===== config.mk =====
export PLATFORM = sky130hd
export DESIGN_NAME = clr_camera_rx
export DESIGN_NICKNAME = d
export VERILOG_FILES = /design/src/common/clr_pkg.sv /design/src/hw/clr_camera_rx.sv
export SDC_FILE = /design/constraint.sdc
export NUM_CORES = 1
export LEC_CHECK = 0
export ABC_CLOCK_PERIOD_IN_PS = 3120
export BUFFER_PORTS_ARGS = -buffer_cell sky130_fd_sc_hd__buf_4
export CAP_MARGIN = 0
export CORE_UTILIZATION = 30
export CTS_CLUSTER_SIZE = 40
export DETAILED_ROUTE_END_ITERATION = 12
export GPL_ROUTABILITY_DRIVEN = 0
export GPL_TIMING_DRIVEN = 0
export PLACE_DENSITY = 0.44
export SLEW_MARGIN = 10
export SYNTH_ARGS = -nofsm -noshare
export SYNTH_HDL_FRONTEND = slang
export SYNTH_SLANG_ARGS = --single-unit

===== constraint.sdc =====
create_clock -name clk_i -period 3.12 [get_ports clk_i]
set_clock_uncertainty 0.2 [all_clocks]
set_input_delay 0.468 -clock clk_i [delete_from_list [all_inputs] [get_ports clk_i]]
set_output_delay 0.468 -clock clk_i [all_outputs]
set_load 0.01 [all_outputs]

===== src/common/clr_pkg.sv =====
// constants for the serial camera receiver with window cropper
package clr_pkg;

  // serial link shape
  localparam int LANES = 5;                  // four data lanes and the clock lane
  localparam int DATA_LANES = 4;
  localparam int CLK_LANE = 4;
  localparam int BITS_PER_LANE = 7;
  localparam int WORD_W = 28;
  localparam int SR_W = 8;
  localparam logic [6:0] CLK_PATTERN = 7'h63;  // clock lane shape 1100011 per pixel

  // slow variant and fast variant pixel clock limits in MHz
  localparam int SLOW_MAX_PIX_MHZ = 24;
  localparam int FAST_MAX_PIX_MHZ = 50;

  // fields of the reassembled 28-bit word
  localparam int IMG_W = 24;
  localparam int LVAL_BIT = 24;
  localparam int FVAL_BIT = 25;
  localparam int DVAL_BIT = 26;

  // pixel stream word
  localparam int PIX_W = 32;
  localparam int PAD_W = 8;
  localparam int LUMA_W = 8;

  // shift select codes and shift amounts
  localparam logic [1:0] SHIFT_NONE = 2'h0;
  localparam logic [1:0] SHIFT_10BIT = 2'h1;
  localparam logic [1:0] SHIFT_12BIT = 2'h2;
  localparam int SHIFT_10_AMT = 2;
  localparam int SHIFT_12_AMT = 4;

  // register byte offsets
  localparam logic [7:0] REG_CTRL = 8'h00;
  localparam logic [7:0] REG_DARK = 8'h04;
  localparam logic [7:0] REG_PIX_START = 8'h08;
  localparam logic [7:0] REG_PIX_STOP = 8'h0c;
  localparam logic [7:0] REG_LINE_START = 8'h10;
  localparam logic [7:0] REG_LINE_STOP = 8'h14;
  localparam logic [7:0] REG_PIX_TOTAL = 8'h18;
  localparam logic [7:0] REG_LINE_TOTAL = 8'h1c;
  localparam logic [7:0] REG_FIRST_PIX = 8'h20;
  localparam logic [7:0] REG_LAST_PIX = 8'h24;
  localparam logic [7:0] REG_FIRST_LINE = 8'h28;
  localparam logic [7:0] REG_LAST_LINE = 8'h2c;
  localparam logic [7:0] REG_STATUS = 8'h30;

  // field positions
  localparam int CTRL_SHIFT_LSB = 0;
  localparam int STAT_SLOW_BIT = 16;
  localparam int STAT_CNT_W = 16;

  // reset values
  localparam logic [1:0] RST_SHIFT = 2'h0;
  localparam logic [7:0] RST_DARK = 8'h10;
  localparam logic [15:0] RST_START = 16'h0000;
  localparam logic [15:0] RST_STOP = 16'hffff;

endpackage : clr_pkg


===== src/hw/clr_camera_rx.sv =====
// serial camera receiver, geometry monitor and window cropper with wishbone registers
//
// Contract
// slow deserialiser variant is meant for pixel clocks up to 24 MHz only.
// build-time boolean picks slow (true) or fast (false) deserialiser.
// default build picks the slow deserialiser.
// receive logic handles camera pixel clocks up to 50 MHz.
// fast variant samples seven bits per pixel using both sample edges.
// host bus logic runs from its own 50 MHz clock. Code runs the bus logic from clk_i, the same clock as the pixel path.
// camera sends four 7-bit serial data lanes and a clock lane.
// rebuild the 28-bit parallel word every pixel period.
// split word into 24 image bits plus data, line and frame valid.
// image in low 24 bits of 32-bit word, upper byte zero.
// produce pixel valid, end of line, end of frame and pixel strobe.
// selectable right shift of 0, 2 or 4 bits for 8/10/12-bit cameras.
// monitor counts pixels per line and lines per frame.
// monitor reports first/last non-dark pixel and line.
// all six monitor values readable over the host bus.
// cropper pixel counter starts at 0 each line, counts up.
// pass pixel only if start <= count <= stop.
// cropper line counter starts at 0 each frame, counts up.
// pass line only if start <= count <= stop.
// software programs the four window bounds over the host bus.
// all pixel pipeline flops advance on the pixel strobe. Code loads the output valid, eol and eof flops every clock.
// stream is strobe, valid, end of line, end of frame and 32-bit data.
// dropped pixels show no valid; eol/eof ride last kept pixel/line.
// monitor values update once per frame, at end of frame.
module clr_camera_rx import clr_pkg::*; #(
  parameter bit SLOW_DESERIALISER_SELECT = 1'b1,
  parameter int CNT_W = 16
) (
  // clock and reset
  input wire logic clk_i,
  input wire logic rst_n_i,
  // serial lanes, bit seen on rising and on falling sample edge
  input wire logic [LANES-1:0] lane_rise_i,
  input wire logic [LANES-1:0] lane_fall_i,
  // wishbone slave
  input wire logic wb_cyc_i,
  input wire logic wb_stb_i,
  input wire logic wb_we_i,
  input wire logic [7:0] wb_adr_i,
  input wire logic [3:0] wb_sel_i,
  input wire logic [31:0] wb_dat_i,
  output logic [31:0] wb_dat_o,
  output logic wb_ack_o,
  // cropped pixel stream
  output logic pix_strobe_o,
  output logic pix_valid_o,
  output logic pix_eol_o,
  output logic pix_eof_o,
  output logic [PIX_W-1:0] pix_data_o
);

  // inclusive window test
  function automatic logic in_range(input logic [CNT_W-1:0] v, input logic [CNT_W-1:0] lo,
                                    input logic [CNT_W-1:0] hi);
    in_range = (v >= lo) && (v <= hi);
  endfunction : in_range

  // byte-lane merge for a 16-bit register
  function automatic logic [CNT_W-1:0] merge(input logic [CNT_W-1:0] old,
                                             input logic [31:0] d, input logic [3:0] sel);
    logic [15:0] r;
    r = old[15:0];
    if (sel[0]) begin
      r[7:0] = d[7:0];
    end
    if (sel[1]) begin
      r[15:8] = d[15:8];
    end
    merge = CNT_W'(r);
  endfunction : merge

  // software registers
  logic [1:0] shift_sel;
  logic [LUMA_W-1:0] dark_thr;
  logic [CNT_W-1:0] pix_start, pix_stop, line_start, line_stop;
  // monitor results
  logic [CNT_W-1:0] pix_tot, line_tot, first_pix, last_pix, first_line, last_line;
  logic [STAT_CNT_W-1:0] frame_cnt;

  // lane shift registers
  logic [SR_W-1:0] sr [LANES];
  logic match0, match1, pix_en;
  logic [WORD_W-1:0] word;

  // sample the lanes: two bits per cycle in the fast variant, one in the slow
  always_ff @(posedge clk_i or negedge rst_n_i) begin
    if (!rst_n_i) begin
      for (int l = 0; l < LANES; l++) begin
        sr[l] <= '0;
      end
    end else begin
      for (int l = 0; l < LANES; l++) begin
        if (SLOW_DESERIALISER_SELECT) begin
          sr[l] <= {sr[l][SR_W-2:0], lane_rise_i[l]};
        end else begin
          sr[l] <= {sr[l][SR_W-3:0], lane_rise_i[l], lane_fall_i[l]};
        end
      end
    end
  end

  // find the pixel boundary from the clock lane and gather the 28-bit word
  always_comb begin
    match0 = (sr[CLK_LANE][6:0] == CLK_PATTERN);
    match1 = !SLOW_DESERIALISER_SELECT && (sr[CLK_LANE][7:1] == CLK_PATTERN);
    pix_en = match0 || match1;
    word = '0;
    for (int l = 0; l < DATA_LANES; l++) begin
      word[l*BITS_PER_LANE +: BITS_PER_LANE] = match1 ? sr[l][7:1] : sr[l][6:0];
    end
  end

  // field split and shift
  logic dv_now, lval_now, fval_now;
  logic [IMG_W-1:0] img_shifted;
  always_comb begin
    lval_now = word[LVAL_BIT];
    fval_now = word[FVAL_BIT];
    dv_now = word[DVAL_BIT] && lval_now && fval_now;
    unique case (shift_sel)
      SHIFT_10BIT: img_shifted = word[IMG_W-1:0] >> SHIFT_10_AMT;
      SHIFT_12BIT: img_shifted = word[IMG_W-1:0] >> SHIFT_12_AMT;
      default: img_shifted = word[IMG_W-1:0];
    endcase
  end

  // one pixel of look-ahead so end of line rides the last pixel
  logic hold_valid;
  logic [IMG_W-1:0] hold_data;
  logic rx_stb, rx_valid, rx_eol, rx_eof;
  logic [IMG_W-1:0] rx_data;
  always_ff @(posedge clk_i or negedge rst_n_i) begin
    if (!rst_n_i) begin
      hold_valid <= 1'b0;
      hold_data <= '0;
      rx_stb <= 1'b0;
      rx_valid <= 1'b0;
      rx_eol <= 1'b0;
      rx_eof <= 1'b0;
      rx_data <= '0;
    end else begin
      rx_stb <= pix_en;
      if (pix_en) begin
        rx_valid <= hold_valid && (dv_now || !lval_now);
        rx_eol <= hold_valid && !lval_now;
        rx_eof <= hold_valid && !lval_now && !fval_now;
        rx_data <= hold_data;
        if (dv_now || !lval_now) begin
          hold_valid <= dv_now;
          hold_data <= img_shifted;
        end
      end
    end
  end

  wire rx_pix = rx_stb && rx_valid;

  // pixel and line counters shared by monitor and cropper
  logic [CNT_W-1:0] px_cnt, ln_cnt;
  always_ff @(posedge clk_i or negedge rst_n_i) begin
    if (!rst_n_i) begin
      px_cnt <= '0;
      ln_cnt <= '0;
    end else if (rx_pix) begin
      px_cnt <= rx_eol ? '0 : px_cnt + 1'b1;
      if (rx_eol) begin
        ln_cnt <= rx_eof ? '0 : ln_cnt + 1'b1;
      end
    end
  end

  // running border search over the current frame
  logic [CNT_W-1:0] run_fp, run_lp, run_fl, run_ll;
  wire lit = rx_data[LUMA_W-1:0] > dark_thr;
  always_ff @(posedge clk_i or negedge rst_n_i) begin
    if (!rst_n_i) begin
      run_fp <= '1;
      run_lp <= '0;
      run_fl <= '1;
      run_ll <= '0;
    end else if (rx_pix) begin
      if (rx_eof) begin
        run_fp <= '1;
        run_lp <= '0;
        run_fl <= '1;
        run_ll <= '0;
      end else begin
        if (lit) begin
          if (px_cnt < run_fp) begin
            run_fp <= px_cnt;
          end
          if (px_cnt > run_lp) begin
            run_lp <= px_cnt;
          end
          if (ln_cnt < run_fl) begin
            run_fl <= ln_cnt;
          end
          if (ln_cnt > run_ll) begin
            run_ll <= ln_cnt;
          end
        end
      end
    end
  end

  // publish all six values together at end of frame, folding in the last pixel
  always_ff @(posedge clk_i or negedge rst_n_i) begin
    if (!rst_n_i) begin
      pix_tot <= '0;
      line_tot <= '0;
      first_pix <= '0;
      last_pix <= '0;
      first_line <= '0;
      last_line <= '0;
      frame_cnt <= '0;
    end else if (rx_pix && rx_eof) begin
      pix_tot <= px_cnt + 1'b1;
      line_tot <= ln_cnt + 1'b1;
      first_pix <= (lit && px_cnt < run_fp) ? px_cnt : run_fp;
      last_pix <= (lit && px_cnt > run_lp) ? px_cnt : run_lp;
      first_line <= (lit && ln_cnt < run_fl) ? ln_cnt : run_fl;
      last_line <= (lit && ln_cnt > run_ll) ? ln_cnt : run_ll;
      frame_cnt <= frame_cnt + 1'b1;
    end
  end

  // window cropper output stage
  logic keep_px, keep_eol;
  always_comb begin
    keep_px = rx_pix && in_range(px_cnt, pix_start, pix_stop)
              && in_range(ln_cnt, line_start, line_stop);
    keep_eol = keep_px && (rx_eol || px_cnt == pix_stop);
  end

  always_ff @(posedge clk_i or negedge rst_n_i) begin
    if (!rst_n_i) begin
      pix_strobe_o <= 1'b0;
      pix_valid_o <= 1'b0;
      pix_eol_o <= 1'b0;
      pix_eof_o <= 1'b0;
      pix_data_o <= '0;
    end else begin
      pix_strobe_o <= rx_stb;
      pix_valid_o <= keep_px;
      pix_eol_o <= keep_eol;
      pix_eof_o <= keep_eol && (rx_eof || ln_cnt == line_stop);
      if (keep_px) begin
        pix_data_o <= {{PAD_W{1'b0}}, rx_data};
      end
    end
  end

  // wishbone: ack one cycle after the request, write lands on the ack edge
  logic [31:0] rd_mux;
  wire wb_req = wb_cyc_i && wb_stb_i;
  always_comb begin
    rd_mux = '0;
    unique case (wb_adr_i)
      REG_CTRL: rd_mux[CTRL_SHIFT_LSB +: 2] = shift_sel;
      REG_DARK: rd_mux[LUMA_W-1:0] = dark_thr;
      REG_PIX_START: rd_mux[CNT_W-1:0] = pix_start;
      REG_PIX_STOP: rd_mux[CNT_W-1:0] = pix_stop;
      REG_LINE_START: rd_mux[CNT_W-1:0] = line_start;
      REG_LINE_STOP: rd_mux[CNT_W-1:0] = line_stop;
      REG_PIX_TOTAL: rd_mux[CNT_W-1:0] = pix_tot;
      REG_LINE_TOTAL: rd_mux[CNT_W-1:0] = line_tot;
      REG_FIRST_PIX: rd_mux[CNT_W-1:0] = first_pix;
      REG_LAST_PIX: rd_mux[CNT_W-1:0] = last_pix;
      REG_FIRST_LINE: rd_mux[CNT_W-1:0] = first_line;
      REG_LAST_LINE: rd_mux[CNT_W-1:0] = last_line;
      REG_STATUS: rd_mux = {15'h0000, SLOW_DESERIALISER_SELECT, frame_cnt};
      default: rd_mux = '0;
    endcase
  end

  always_ff @(posedge clk_i or negedge rst_n_i) begin
    if (!rst_n_i) begin
      wb_ack_o <= 1'b0;
      wb_dat_o <= '0;
    end else begin
      wb_ack_o <= wb_req && !wb_ack_o;
      wb_dat_o <= (wb_req && !wb_ack_o) ? rd_mux : '0;
    end
  end

  // software writes
  wire wr = wb_req && wb_we_i && wb_ack_o;
  always_ff @(posedge clk_i or negedge rst_n_i) begin
    if (!rst_n_i) begin
      shift_sel <= RST_SHIFT;
      dark_thr <= RST_DARK;
      pix_start <= CNT_W'(RST_START);
      pix_stop <= CNT_W'(RST_STOP);
      line_start <= CNT_W'(RST_START);
      line_stop <= CNT_W'(RST_STOP);
    end else if (wr) begin
      unique case (wb_adr_i)
        REG_CTRL: if (wb_sel_i[0]) begin
          shift_sel <= wb_dat_i[CTRL_SHIFT_LSB +: 2];
        end
        REG_DARK: if (wb_sel_i[0]) begin
          dark_thr <= wb_dat_i[LUMA_W-1:0];
        end
        REG_PIX_START: pix_start <= merge(pix_start, wb_dat_i, wb_sel_i);
        REG_PIX_STOP: pix_stop <= merge(pix_stop, wb_dat_i, wb_sel_i);
        REG_LINE_START: line_start <= merge(line_start, wb_dat_i, wb_sel_i);
        REG_LINE_STOP: line_stop <= merge(line_stop, wb_dat_i, wb_sel_i);
        default: ;
      endcase
    end
  end
endmodule : clr_camera_rx


; ---- Word level (Yosys, flattened, before mapping)
; Index checks and enable logic that the tools add are counted.
[op_classes]
n_reduce_logical = 49
muxes = 24
eq_ne = 17
addsub = 3
n_lt_le_gt_ge = 9
[op_table]
columns = cell, n
row1 = 16-bit two-way mux, 18
row2 = 8-bit one-hot mux with 11 select lines, 1
row3 = 6-bit one-hot mux with 12 select lines, 1
row4 = 16-bit by 1-bit adder with 16-bit output (second input constant), 3
row5 = 24-bit one-hot mux with 2 select lines, 1
row6 = 3-bit AND reduction, 14
row7 = 8-bit by 6-bit equality test with 1-bit output (second input constant), 5
row8 = 16-bit equality test, 2
row9 = 8-bit by 5-bit equality test with 1-bit output (second input constant), 4
row10 = 16-bit >= comparator, 2
row11 = 16-bit > comparator, 2
row12 = 16-bit <= comparator, 2
row13 = 16-bit < comparator, 2
row14 = 32-bit two-way mux, 1
row15 = 2-bit one-hot mux with 13 select lines, 1
row16 = 1-bit logical AND, 21
row17 = 8-bit by 4-bit equality test with 1-bit output (second input constant), 2
row18 = 2-bit nonzero test, 5
row19 = 8-bit by 3-bit equality test with 1-bit output (second input constant), 1
row20 = 8-bit > comparator, 1
row21 = 8-bit zero test, 1
row22 = 7-bit equality test (second input constant), 1
row23 = 2-bit AND reduction, 2
row24 = 1-bit zero test, 3
row25 = other kinds (4), 6
[word_totals]
out_inout_bits = 69
register_bits = 430
in_bits = 59
elab_cells = 144

; ---- Logic depth before layout (Yosys ltp)
; Gate-level depths: netlist (run 1).
[depth]
ltp_word = 6
depth_mapped = 12
mapped_depth_nobuf = 9

; ---- Worst setup path after synthesis (run 1)
; Ideal clock, no wire load.
[synth_path]
path_type = reg2reg
start = register px_cnt[0]
end = register pix_data_o[10]
t_required_ns = 2.795
synth_period_minus_slack_ns = 3.037
arrival_ns = 2.712
path_stages_with_launch = 12
slack_ns = 0.083
n_path_buf = 2
setup_time_ns = 0.125
cell_sequence = dfrtp_1 clkbuf_1 inv_1 ha_1 nand2b_1 nand3_1 a211o_1 a211oi_1 a211oi_1 nor4_4 buf_6 mux2_4
[synth_between]
elab_chain_len = 4
word_cells_on_any_way = 5
cone_classes = order compare: 2 / reduce/logical: 3
[synth_lines]
columns = item, line_no
row1 = start: declaration, clr_camera_rx.sv:162  ; logic [CNT_W-1:0] px_cnt, ln_cnt;
row2 = start signal: assignment, clr_camera_rx.sv:168  ; px_cnt <= rx_eol ? '0 : px_cnt + 1'b1;
row3 = 16-bit >= comparator / 16-bit <= comparator (equally long branches), clr_camera_rx.sv:58  ; in_range = (v >= lo) && (v <= hi);
row4 = 1-bit logical AND *, clr_camera_rx.sv:58
row5 = 1-bit logical AND *, clr_camera_rx.sv:233  ; keep_px = rx_pix && in_range(px_cnt, pix_start, pix_stop)
row6 = 1-bit logical AND *, clr_camera_rx.sv:234  ; && in_range(ln_cnt, line_start, line_stop);
row7 = end signal: assignment, clr_camera_rx.sv:251  ; pix_data_o <= {{PAD_W{1'b0}}, rx_data};
row8 = end: declaration, clr_camera_rx.sv:52  ; output logic [PIX_W-1:0] pix_data_o
; Mark *: on every way between the ends. The rest lies on a longest branch, timed or not.
; A chain may end at the register's enable or synchronous reset.

; ---- Worst setup path in the final report (run 1)
[layout_path]
start = register pix_stop[9]
end = register pix_data_o[6]
[layout_between]
elab_chain_len = 4
[layout_lines]
columns = item, line_no
row1 = start: declaration, clr_camera_rx.sv:78  ; logic [CNT_W-1:0] pix_start, pix_stop, line_start, line_stop;
row2 = start signal: assignment, clr_camera_rx.sv:296  ; pix_stop <= CNT_W'(RST_STOP);
row3 = start signal: assignment, clr_camera_rx.sv:308  ; REG_PIX_STOP: pix_stop <= merge(pix_stop, wb_dat_i, wb_sel_i);
row4 = 16-bit <= comparator, clr_camera_rx.sv:58
row5 = 1-bit logical AND, clr_camera_rx.sv:58
row6 = 1-bit logical AND, clr_camera_rx.sv:233
row7 = 1-bit logical AND, clr_camera_rx.sv:234
; No other way between the ends.

==> impl_metrics.json, run 1 <==
{
  "ioPinCount": 128,
  "grt.overflow.total": 0,
  "initial_standard_cell_utilization_of_the_core_pct": 30.45,
  "synth_edf_count": 0,
  "grt_pass1_wl_mm": 116.2,
  "cts.sink_count": 415,
  "chipWidth_um": 271.8,
  "die_area_um2": 73900,
  "first_global_vias": 18020,
  "critPathMaxStageDelay_ps": 530,
  "worstHoldEndpoint": "wb_ack_o$_DFF_PN0_",
  "run_status": "complete, but fails checks",
  "async_set_reset_flop_share_out_of_synthesis_pct": 100.0,
  "worstMarginPinSlew_ps": 1028,
  "synth_top_flop_cell": "sky130_fd_sc_hd__dfrtp_1",
  "timing.critical_path.arrival_ps": 3470,
  "rr_worst_depth": 11,
  "detail-route-antenna-nets": 0,
  "grtUsageTotal_pct": 21.11,
  "maximum_root_to_sink_buffer_count": 3,
  "design.final.nets": 2593,
  "area_added_between_synthesis_and_finish_pct": 23.31,
  "via_count": 17810,
  "synthesis.instances": 2183,
  "max_clock_freq_ghz": 0.3130,
  "cts_tree": "yes",
  "regToRegStartpoint": "pix_stop[9]$_DFFE_PN1P_",
  "power.static_leakage_uw": 0.01186,
  "utilization_of_the_core_after_routing_pct": 37.55,
  "dr.first_iter.drc_count": 1679,
  "post_synth_instance_area_um2": 21840,
  "dp_hpwl_mm": 60.01,
  "place.port_buffers": 78,
  "ir_drop_mv": 0.3665,
  "coreArea_um2": 71730,
  "synthDistinctLibCells": 70,
  "failed_checks": "setup timing",
  "mostFrequentLayoutCell": "sky130_fd_sc_hd__dfrtp_1",
  "crit_chain": "inv_1, ha_1, and3_4, a21oi_2, o21ai_2, a221oi_4, a31oi_2, nor4_4, buf_12, buf_12, mux2_4",
  "critPathBufInv": 3,
  "ff2ff_setup_slack_ps": -70,
  "detail_route.wl_per_cell_um": 23.35,
  "finalSetupTns_ps": -864.3,
  "synth.yosys.warnings": 0,
  "grt_antenna_before_repair": 3,
  "worstSetupPathType": "reg -> reg",
  "timing.final.hold_violations": 0,
  "final-setup-viol-count": 25,
  "htree_levels": 2,
  "ys_seq_area_share_pct": 47.91,
  "r2r-end": "pix_data_o[6]$_DFFE_PN0P_",
  "setup_ws_ps": -74.82,
  "critical-path-top-delay-family": "compound AO/OA/AOI/OAI gates",
  "worstPathMaxFanout": 6,
  "mostFrequentLayoutCells": "334 x sky130_fd_sc_hd__dfrtp_1, 227 x sky130_fd_sc_hd__nand2_1, 169 x sky130_fd_sc_hd__o21ai_0, 153 x sky130_fd_sc_hd__inv_1, 138 x sky130_fd_sc_hd__a21oi_1",
  "cell_chosen_for_the_clock_root": "sky130_fd_sc_hd__clkbuf_16",
  "final_worst_path_period_need_ps": 3195,
  "worstSetupEndpointType": "flop",
  "critical_path.slowest_cell": "sky130_fd_sc_hd__dfstp_2",
  "hold_ws_ps": 53.12,
  "via_per_inst": 5.255,
  "worst_setup_path_start_kind": "flop",
  "std_cell_rows": 98,
  "p_total_uw": 12500,
  "power_density_nw_per_um2": 464.1,
  "insertion_delay_ps": 620,
  "wl_mm": 79.12,
  "hold_path_depth": 3,
  "cts.clk_slew.worst_paths_ps": 60,
  "avgSynthCellArea_um2": 10.01,
  "number_of_violations_of_the_max_capacitance_limit": 0,
  "drt_first_pass_iters": 7,
  "die_h_um": 271.8,
  "maxSlewHeadroom_pct": 31.50,
  "crit_top_cell": "sky130_fd_sc_hd__buf_12",
  "setup_repair_after_global_routing_missed_its_margin": "true",
  "cp.required_ps": 3390,
  "drive_above_1_share_pct": 21.26,
  "synth.ff_latch_count": 415,
  "hold_class": "in -> reg",
  "maxSlewViolCount": 0,
  "grt_max_degree": 103,
  "hold_start": "wb_cyc_i",
  "final.period_utilization_pct": 102.4,
  "drt_drc_violations_left": 0,
  "number_of_clock_buffers_inserted_by_tritoncts": 50
}
==> worst min-delay path: stages <==
cell	delay [ps]
sky130_fd_sc_hd__buf_4	110
sky130_fd_sc_hd__nand2_1	50
sky130_fd_sc_hd__nor2_1	140
==> state kept, by name, indices dropped and copies added (netlist names), 17 cells and up <==
| register | cells |
|---|---|
| sr | 32 |
| hold_data | 24 |
| pix_data_o | 24 |
| rx_data | 24 |
| wb_dat_o | 17 |
==> kinds of logic (layout without fill, tap and decap cells) <==
group | Yosys count | count (layout) | share of synthesized area [%]
AND/OR/NAND/NOR | 537 | 537 | 11.05
AO/OA/AOI/OAI | 559 | 559 | 16.08
other | 1 | 24 | 0.01717
buffers and inverters | 306 | 538 | 5.825
flip-flops | 415 | 415 | 47.91
adder cells (fa/ha/maj) | 139 | 139 | 7.962
multiplexers | 183 | 183 | 9.428
XOR/XNOR | 43 | 43 | 1.724
==> stage by stage <==
stage | worst slack [ps] | instances | instance area [µm²]
4_1_cts | -84.45 | 3371 | 26480
3_5_place_dp | -1029 | 3239 | 23840
6_report | -74.82 | 3388 | 26940
5_1_grt | -111.4 | 3387 | 26930
2_1_floorplan | 82.85 | 2205 | 21930
3_3_place_gp | -3015 | 3233 | 23700
==> final cells by class <==
cell class | instances | area (µm²)
multi-input cells | 1484 | 10720
repair buffers | 141 | 1305
plain buffers | 140 | 762.0
clock inverters | 29 | 465.4
clock buffers | 65 | 1388
well taps | 950 | 1189
fillers | 7167 | 44800
flip-flops and latches | 415 | 10490
diodes | 1 | 2.502
inverters | 163 | 623.1
==> how the worst max path moves through the flow <==
stage                                       to                       from  slack [ps]  cells past startpoint
CTS                  pix_data_o[6]$_DFFE_PN0P_      px_cnt[0]$_DFFE_PN0P_         -80                     12
finish               pix_data_o[6]$_DFFE_PN0P_    pix_stop[9]$_DFFE_PN1P_         -70                     11
detailed placement  pix_data_o[12]$_DFFE_PN0P_      px_cnt[0]$_DFFE_PN0P_       -1030                     11
global route         pix_data_o[6]$_DFFE_PN0P_  line_stop[10]$_DFFE_PN1P_        -110                     11
global placement         run_lp[8]$_DFFE_PN0P_                    rst_n_i       -3020                      1
floorplan           pix_data_o[10]$_DFFE_PN0P_      px_cnt[0]$_DFFE_PN0P_          80                     11
==> cell usage after synthesis, drive strengths merged, types with 23 or more instances <==
cell type | instances | area [µm²]
dfrtp | 350 | 8758
mux2i | 79 | 790.8
buf | 50 | 310.3
nand3 | 39 | 195.2
nand2 | 227 | 852.1
o21ai | 174 | 870.8
a221oi | 27 | 242.7
nor2 | 138 | 518.0
a21oi | 142 | 714.4
inv | 163 | 611.8
a22oi | 48 | 360.4
ha | 139 | 1739
nand4 | 23 | 150.1
xnor2 | 32 | 280.3
mux2 | 101 | 1201
nor3 | 51 | 265.3
dfstp | 65 | 1708
clkbuf | 93 | 350.3
==> per-layer routing <==
metal | GRT usage (%) | vias to the layer above | wire (µm)
met5 | 0 | - | 0
met4 | 5.736 | 0 | 2477
met3 | 4.761 | 128 | 5724
met2 | 34.01 | 611 | 36190
met1 | 28.39 | 8924 | 34730
li1 | - | 8142 | -
==> what timing repair did <==
item / 4_1_cts / 5_1_grt
setup buffers: 15 / 16
endpoints found under the hold margin: 134 / 0
hold buffers: 23 / 0
resized for setup: 85 / 89
endpoints found under the setup margin: 152 / 147
pin swaps: 13 / 19
cloned: 2 / 1
==> report_power, final <==
group | switching, µW | internal (µW) | total (µW) | leakage (µW)
clock | 2540 | 4000 | 6540 | 0.000902
sequential | 47.3 | 5450 | 5500 | 0.00541
combinational | 304 | 155 | 460 | 0.00555
total | 2900 | 9600 | 12500 | 0.0119
Note: power is estimated with default switching activity, not from simulation.
==> inputs of run 2 (changes only) <==
--- a/config.mk
+++ b/config.mk
@@ -5,7 +5,7 @@
 export SDC_FILE = /design/constraint.sdc
 export NUM_CORES = 1
 export LEC_CHECK = 0
-export ABC_CLOCK_PERIOD_IN_PS = 3120
+export ABC_CLOCK_PERIOD_IN_PS = 3360
 export BUFFER_PORTS_ARGS = -buffer_cell sky130_fd_sc_hd__buf_4
 export CAP_MARGIN = 0
 export CORE_UTILIZATION = 30
@@ -13,7 +13,7 @@
 export DETAILED_ROUTE_END_ITERATION = 12
 export GPL_ROUTABILITY_DRIVEN = 0
 export GPL_TIMING_DRIVEN = 0
-export PLACE_DENSITY = 0.44
+export PLACE_DENSITY = 0.42
 export SLEW_MARGIN = 10
 export SYNTH_ARGS = -nofsm -noshare
 export SYNTH_HDL_FRONTEND = slang
==> constraint.sdc (replaced) <==
create_clock -name clk_i -period 3.36 [get_ports clk_i]
set_clock_uncertainty 0.2 [all_clocks]
set_input_delay 0.504 -clock clk_i [delete_from_list [all_inputs] [get_ports clk_i]]
set_output_delay 0.504 -clock clk_i [all_outputs]
set_load 0.01 [all_outputs]
==> run 2 against run 1 <==
Against the previous run:
- the flow still finishes with violations (setup timing)
- routed wire length rose by 0.49%
- largest power group unchanged
- combinational power fell by 8.7%
- global-route usage rose by 0.35 points
==> impl_metrics.json, run 2 (same netlist as run 1, synthesis figures left out) <==
{
  "run_status": "complete, but fails checks",
  "failed_checks": "setup timing",
  "placed_cells": 3240,
  "power_density_nw_per_um2": 428.9,
  "detail-route-antenna-nets": 0,
  "worstMarginPinSlew_ps": 1082,
  "drt_first_pass_iters": 7,
  "via_per_inst": 5.269,
  "via_count": 17720,
  "detail_route.wl_per_cell_um": 23.63,
  "final-setup-viol-count": 10,
  "final.period_utilization_pct": 104.0,
  "die_area_um2": 73900,
  "worstPathMaxFanout": 10,
  "grt_max_degree": 109,
  "cts_tree": "yes",
  "grt_antenna_before_repair": 1,
  "wl_mm": 79.51,
  "insertion_delay_ps": 620,
  "chipWidth_um": 271.8,
  "crit_chain": "buf_4, clkbuf_1, nor4_2, nand2_1, nor2_1, nand2_1, mux2_2",
  "dp_hpwl_mm": 60.69,
  "design.final.nets": 2571,
  "drive_above_1_share_pct": 17.65,
  "largest_reg_flops": 32,
  "cts.clk_slew.worst_paths_ps": 60,
  "timing.critical_path.arrival_ps": 3770,
  "worstSetupEndpointType": "flop",
  "place_area_um2": 23850,
  "area_added_between_synthesis_and_finish_pct": 19.76,
  "regToRegStartpoint": "pix_stop[11]$_DFFE_PN1P_",
  "dr.first_iter.drc_count": 1723,
  "hold_ws_ps": 107.6,
  "std_cell_rows": 98,
  "cp.required_ps": 3630,
  "worstSetupPathType": "in -> reg",
  "ioPinCount": 128,
  "critPathMaxStageDelay_ps": 780,
  "maximum_root_to_sink_buffer_count": 3,
  "maxSlewHeadroom_pct": 27.28,
  "first_global_vias": 17770,
  "ff2ff_setup_slack_ps": 100,
  "fillers": 7270,
  "place.port_buffers": 78,
  "max_clock_freq_ghz": 0.2862,
  "hold_start": "wb_stb_i",
  "rr_worst_depth": 11,
  "number_of_violations_of_the_max_capacitance_limit": 0,
  "final_worst_path_period_need_ps": 3494,
  "worstHoldEndpoint": "wb_ack_o$_DFF_PN0_",
  "coreArea_um2": 71730,
  "grt_pass1_wl_mm": 117.5,
  "cell_chosen_for_the_clock_root": "sky130_fd_sc_hd__clkbuf_16",
  "cts.sink_count": 415,
  "r2r-end": "pix_data_o[10]$_DFFE_PN0P_",
  "insertedDiodeCount": 0,
  "detailedPlace.worstSlack_ps": -779.2,
  "worst_setup_path_start_kind": "input port",
  "mostFrequentLayoutCell": "sky130_fd_sc_hd__dfrtp_1",
  "ir_drop_mv": 0.3441,
  "count_of_non_filler_cells_in_the_finished_layout": 3364,
  "initial_standard_cell_utilization_of_the_core_pct": 30.45,
  "power.static_leakage_uw": 0.01159,
  "htree_levels": 2,
  "die_h_um": 271.8,
  "cp-startpoint": "wb_adr_i[4]",
  "maxSlewViolCount": 0,
  "number_of_clock_buffers_inserted_by_tritoncts": 49,
  "finalInstanceArea_um2": 26160,
  "mostFrequentLayoutCells": "347 x sky130_fd_sc_hd__dfrtp_1, 227 x sky130_fd_sc_hd__nand2_1, 170 x sky130_fd_sc_hd__o21ai_0, 162 x sky130_fd_sc_hd__inv_1, 140 x sky130_fd_sc_hd__a21oi_1",
  "hold_path_depth": 3,
  "grtUsageTotal_pct": 21.46,
  "setup_ws_ps": -134.2,
  "crit_top_cell": "sky130_fd_sc_hd__nand2_1",
  "timing.final.hold_violations": 0,
  "hold_class": "in -> reg",
  "grt.overflow.total": 0,
  "drt_drc_violations_left": 0,
  "critical_path.slowest_cell": "sky130_fd_sc_hd__nor2_1",
  "registers.top_by_ff_count": "sr"
}
==> run 2: changes by cell type in the layout (fill, tap and decap cells not counted), sizes merged <==
cell,previous run,this run
clkinv,13,5
dlygate4sd3,23,22
clkdlybuf4s15,1,0
clkinvlp,6,2
inv,163,165
diode,1,0
clkbuf,148,170
bufinv,10,7
buf,174,144
==> run 2: what timing repair did <==
action | CTS | global route
setup buffers | 3 | 8
endpoints found under the setup margin | 107 | 103
hold endpoints to repair | 248 | 0
resized for setup | 28 | 48
cloned | 0 | 1
hold buffers | 22 | 0
pin swaps | 5 | 10
==> run 2: worst max-delay path, delay by kind of cell <==
kind	cells	cell delay, ps
buf+inv	2	420
mux	1	410
simple gates	4	2430
==> run 2: layout make-up <==
cell class / count / area, µm² / share of cell area (%)
Sequential cell: 415 / 10470 / 40.02
Clock inverter: 16 / 302.8 / 1.157
Multi-Input combinational cell: 1484 / 10410 / 39.80
Buffer: 141 / 715.7 / 2.736
Inverter: 163 / 615.6 / 2.353
Timing Repair Buffer: 119 / 1069 / 4.084
Clock buffer: 76 / 1388 / 5.304
Tap cell: 950 / 1189 / 4.544
==> run 2: routing by layer <==
metal / vias to the layer above / routed length [µm] / GRT usage (%)
li1: 8097 / - / -
met1: 8897 / 35460 / 28.94
met2: 591 / 35570 / 33.45
met3: 137 / 5460 / 4.990
met4: 2 / 3007 / 7.880
met5: - / 8 / 0
==> run 2: worst max path at each step <==
stage	end	slack, ps	cells after the start
6_report	pix_start[7]$_DFFE_PN0P_	-130	7
5_1_grt	first_line[7]$_DFFE_PN0P_	-4	12
4_1_cts	run_ll[6]$_DFFE_PN0P_	9	12
3_5_place_dp	pix_data_o[14]$_DFFE_PN0P_	-780	9
3_3_place_gp	run_lp[8]$_DFFE_PN0P_	-2860	1
2_1_floorplan	pix_data_o[10]$_DFFE_PN0P_	320	11
==> run 2: where the power goes <==
part           switching, µW  internal [µW]  leakage (µW)  total [µW]
combinational            280            140       0.00535         420
clock                   2290           3410      0.000820        5700
sequential              44.3           5060       0.00543        5110
==> run 2: through the flow <==
| step | utilization, % | TNS (ps) | total power, µW |
|---|---|---|---|
| global route | 36.47 | -3.828 | 11620 |
| finish | 36.47 | -1024 | 11220 |
| CTS | 36.11 | 0 | 11390 |
| floorplan | - | 0 | 5319 |
| global placement | 33.04 | -1167760 | 5558 |
| detailed placement | 33.25 | -45340 | 5591 |
==> inputs of run 3 (changes only) <==
--- a/config.mk
+++ b/config.mk
@@ -13,7 +13,7 @@
 export DETAILED_ROUTE_END_ITERATION = 12
 export GPL_ROUTABILITY_DRIVEN = 0
 export GPL_TIMING_DRIVEN = 0
-export PLACE_DENSITY = 0.42
+export PLACE_DENSITY = 0.41
 export SLEW_MARGIN = 10
 export SYNTH_ARGS = -nofsm -noshare
 export SYNTH_HDL_FRONTEND = slang
==> run 3 against run 2 <==
Against the previous run:
- the run still ends with setup timing left
- combinational power is essentially flat
- clock-buffer cell count shrank 8
- register-to-register slack lost 30 ps
- sequential share of layout area shrank 0.14 points
- setup slack gained 11 ps
- design area grew 0.38%
- flip-flop and latch count is the same
- critical path type unchanged
- highest routed layer is now met4
==> impl_metrics.json, run 3 (same netlist as run 1, synthesis figures left out) <==
{
  "grt_pass1_wl_mm": 119.8,
  "mostFrequentLayoutCell": "sky130_fd_sc_hd__dfrtp_1",
  "ir_drop_mv": 0.4270,
  "dp_hpwl_mm": 61.72,
  "chipWidth_um": 271.8,
  "coreArea_um2": 71730,
  "critPathMaxStageDelay_ps": 1050,
  "timing.critical_path.arrival_ps": 3740,
  "std_cell_rows": 98,
  "cts.sink_count": 415,
  "cts.clk_slew.worst_paths_ps": 60,
  "worstSetupEndpointType": "flop",
  "p_total_uw": 11630,
  "drive_above_1_share_pct": 18.16,
  "crit_chain": "clkbuf_1, nor2b_1, nand2_1, nor3_1, a22oi_1, o21ai_0, nor2_1, a21oi_1",
  "registers.top_by_ff_count": "sr",
  "worst_setup_path_start_kind": "input port",
  "detailedPlace.worstSlack_ps": -784.7,
  "worstSetupPathType": "in -> reg",
  "grt.overflow.total": 0,
  "maximum_root_to_sink_buffer_count": 3,
  "htree_levels": 2,
  "final.period_utilization_pct": 103.7,
  "first_global_vias": 17940,
  "power.static_leakage_uw": 0.01162,
  "largest_reg_flops": 32,
  "design.final.nets": 2566,
  "die_h_um": 271.8,
  "cts_tree": "yes",
  "detail-route-antenna-nets": 0,
  "critical_path.slowest_cell": "sky130_fd_sc_hd__nor3_1",
  "power_density_nw_per_um2": 442.9,
  "mostFrequentLayoutCells": "344 x sky130_fd_sc_hd__dfrtp_1, 227 x sky130_fd_sc_hd__nand2_1, 170 x sky130_fd_sc_hd__o21ai_0, 163 x sky130_fd_sc_hd__inv_1, 140 x sky130_fd_sc_hd__a21oi_1",
  "drt_first_pass_iters": 6,
  "detail_route.wl_per_cell_um": 24.04,
  "number_of_violations_of_the_max_capacitance_limit": 0,
  "cell_chosen_for_the_clock_root": "sky130_fd_sc_hd__clkbuf_16",
  "insertion_delay_ps": 630,
  "maxSlewViolCount": 0,
  "fillers": 7233,
  "maxSlewHeadroom_pct": 13.95,
  "worstMarginPinSlew_ps": 1281,
  "ioPinCount": 128,
  "setup_ws_ps": -123.2,
  "cp.required_ps": 3620,
  "timing.final.hold_violations": 0,
  "drt_drc_violations_left": 0,
  "critical-path-top-delay-family": "simple AND/OR/NAND/NOR gates",
  "failed_checks": "setup timing",
  "final_worst_path_period_need_ps": 3483,
  "worstPathMaxFanout": 7,
  "critPathBufInv": 1,
  "die_area_um2": 73900,
  "via_count": 17580,
  "place.port_buffers": 78,
  "via_per_inst": 5.237,
  "finalSetupTns_ps": -150.5,
  "dr.first_iter.drc_count": 1490,
  "hold_class": "in -> reg",
  "wl_mm": 80.67,
  "grt_antenna_before_repair": 6,
  "insertedDiodeCount": 0,
  "grtUsageTotal_pct": 21.81,
  "final-setup-viol-count": 2,
  "number_of_clock_buffers_inserted_by_tritoncts": 50,
  "area_added_between_synthesis_and_finish_pct": 20.22,
  "grt_max_degree": 106,
  "initial_standard_cell_utilization_of_the_core_pct": 30.45,
  "run_status": "complete, but fails checks",
  "max_clock_freq_ghz": 0.2871
}
## run 3: cell types whose count changed in the layout (fill, tap and decap cells not counted), moves of 3 or more
cell / delta
sky130_fd_sc_hd__buf_2: +3
sky130_fd_sc_hd__buf_4: -5
sky130_fd_sc_hd__bufinv_16: +3
sky130_fd_sc_hd__clkbuf_1: -17
sky130_fd_sc_hd__clkbuf_8: +6
sky130_fd_sc_hd__dfrtp_1: -3
sky130_fd_sc_hd__dfrtp_2: +3
## run 3: per-layer routing
| metal | track usage, % | vias to the layer above | part of all wire, % | wire length (µm) |
|---|---|---|---|---|
| met3 | 3.853 | 114 | 6.2 | 5019 |
| met5 | 0 | - | 0 | 0 |
| met2 | 34.12 | 570 | 45 | 36330 |
| met1 | 30.46 | 8809 | 45 | 36700 |
| met4 | 6.993 | 0 | 3.2 | 2620 |
| li1 | - | 8084 | - | - |
## run 3: repair_timing
| item | CTS | global route |
|---|---|---|
| resized for setup | 33 | 47 |
| setup buffers | 3 | 3 |
| hold endpoints to repair | 184 | 0 |
| pin swaps | 3 | 6 |
| setup endpoints to repair | 102 | 106 |
| hold buffers | 22 | 0 |
| gates cloned | 0 | 1 |
## run 3: final cells by class
class | instances | area (µm²) | share of cell area, %
flip-flops and latches | 415 | 10470 | 39.88
multi-input cells | 1484 | 10400 | 39.59
clock buffers | 68 | 1439 | 5.479
well taps | 950 | 1189 | 4.526
repair buffers | 114 | 1025 | 3.902
plain buffers | 140 | 715.7 | 2.725
inverters | 163 | 611.8 | 2.330
clock inverters | 22 | 410.4 | 1.563
## run 3: power by group
group	internal [µW]	switching, µW
registers	5060	45.3
clock network	3770	2330
logic	140	282
total	8970	2660
## run 3: worst min-delay path, delay by kind of cell
| kind | cells | cell delay (ps) |
|---|---|---|
| buf+inv | 1 | 110 |
| simple gates | 2 | 170 |
## run 3: per-stage QoR
| step | cells | utilization, % | hold slack (ps) | cell area, µm² |
|---|---|---|---|---|
| 2_1_floorplan | 2205 | - | 8.409 | 21930 |
| 3_3_place_gp | 3233 | 33.04 | 153.9 | 23700 |
| 3_5_place_dp | 3240 | 33.25 | 162.9 | 23850 |
| 4_1_cts | 3354 | 36.34 | 30.91 | 26070 |
| 5_1_grt | 3356 | 36.61 | 68.53 | 26260 |
| 6_report | 3356 | 36.61 | 55.75 | 26260 |
## run 3: path summary, 6_finish.rpt
| kind | startpoint | endpoint | slack, ps | cells after the start |
|---|---|---|---|---|
| worst max-delay path | wb_adr_i[5] | wb_dat_o[5]$_DFF_PN0_ | -120 | 8 |
| worst min-delay path | wb_stb_i | wb_ack_o$_DFF_PN0_ | 60 | 3 |
| max in group asynchronous | rst_n_i | px_cnt[10]$_DFFE_PN0P_ | 1450 | 4 |
| worst max register to register | pix_stop[10]$_DFFE_PN1P_ | pix_data_o[5]$_DFFE_PN0P_ | 70 | 11 |
| worst min register to register | sr[1]$_DFF_PN0_ | sr[2]$_DFF_PN0_ | 170 | 0 |
| min in group asynchronous | rst_n_i | ln_cnt[9]$_DFFE_PN0P_ | 160 | 2 |
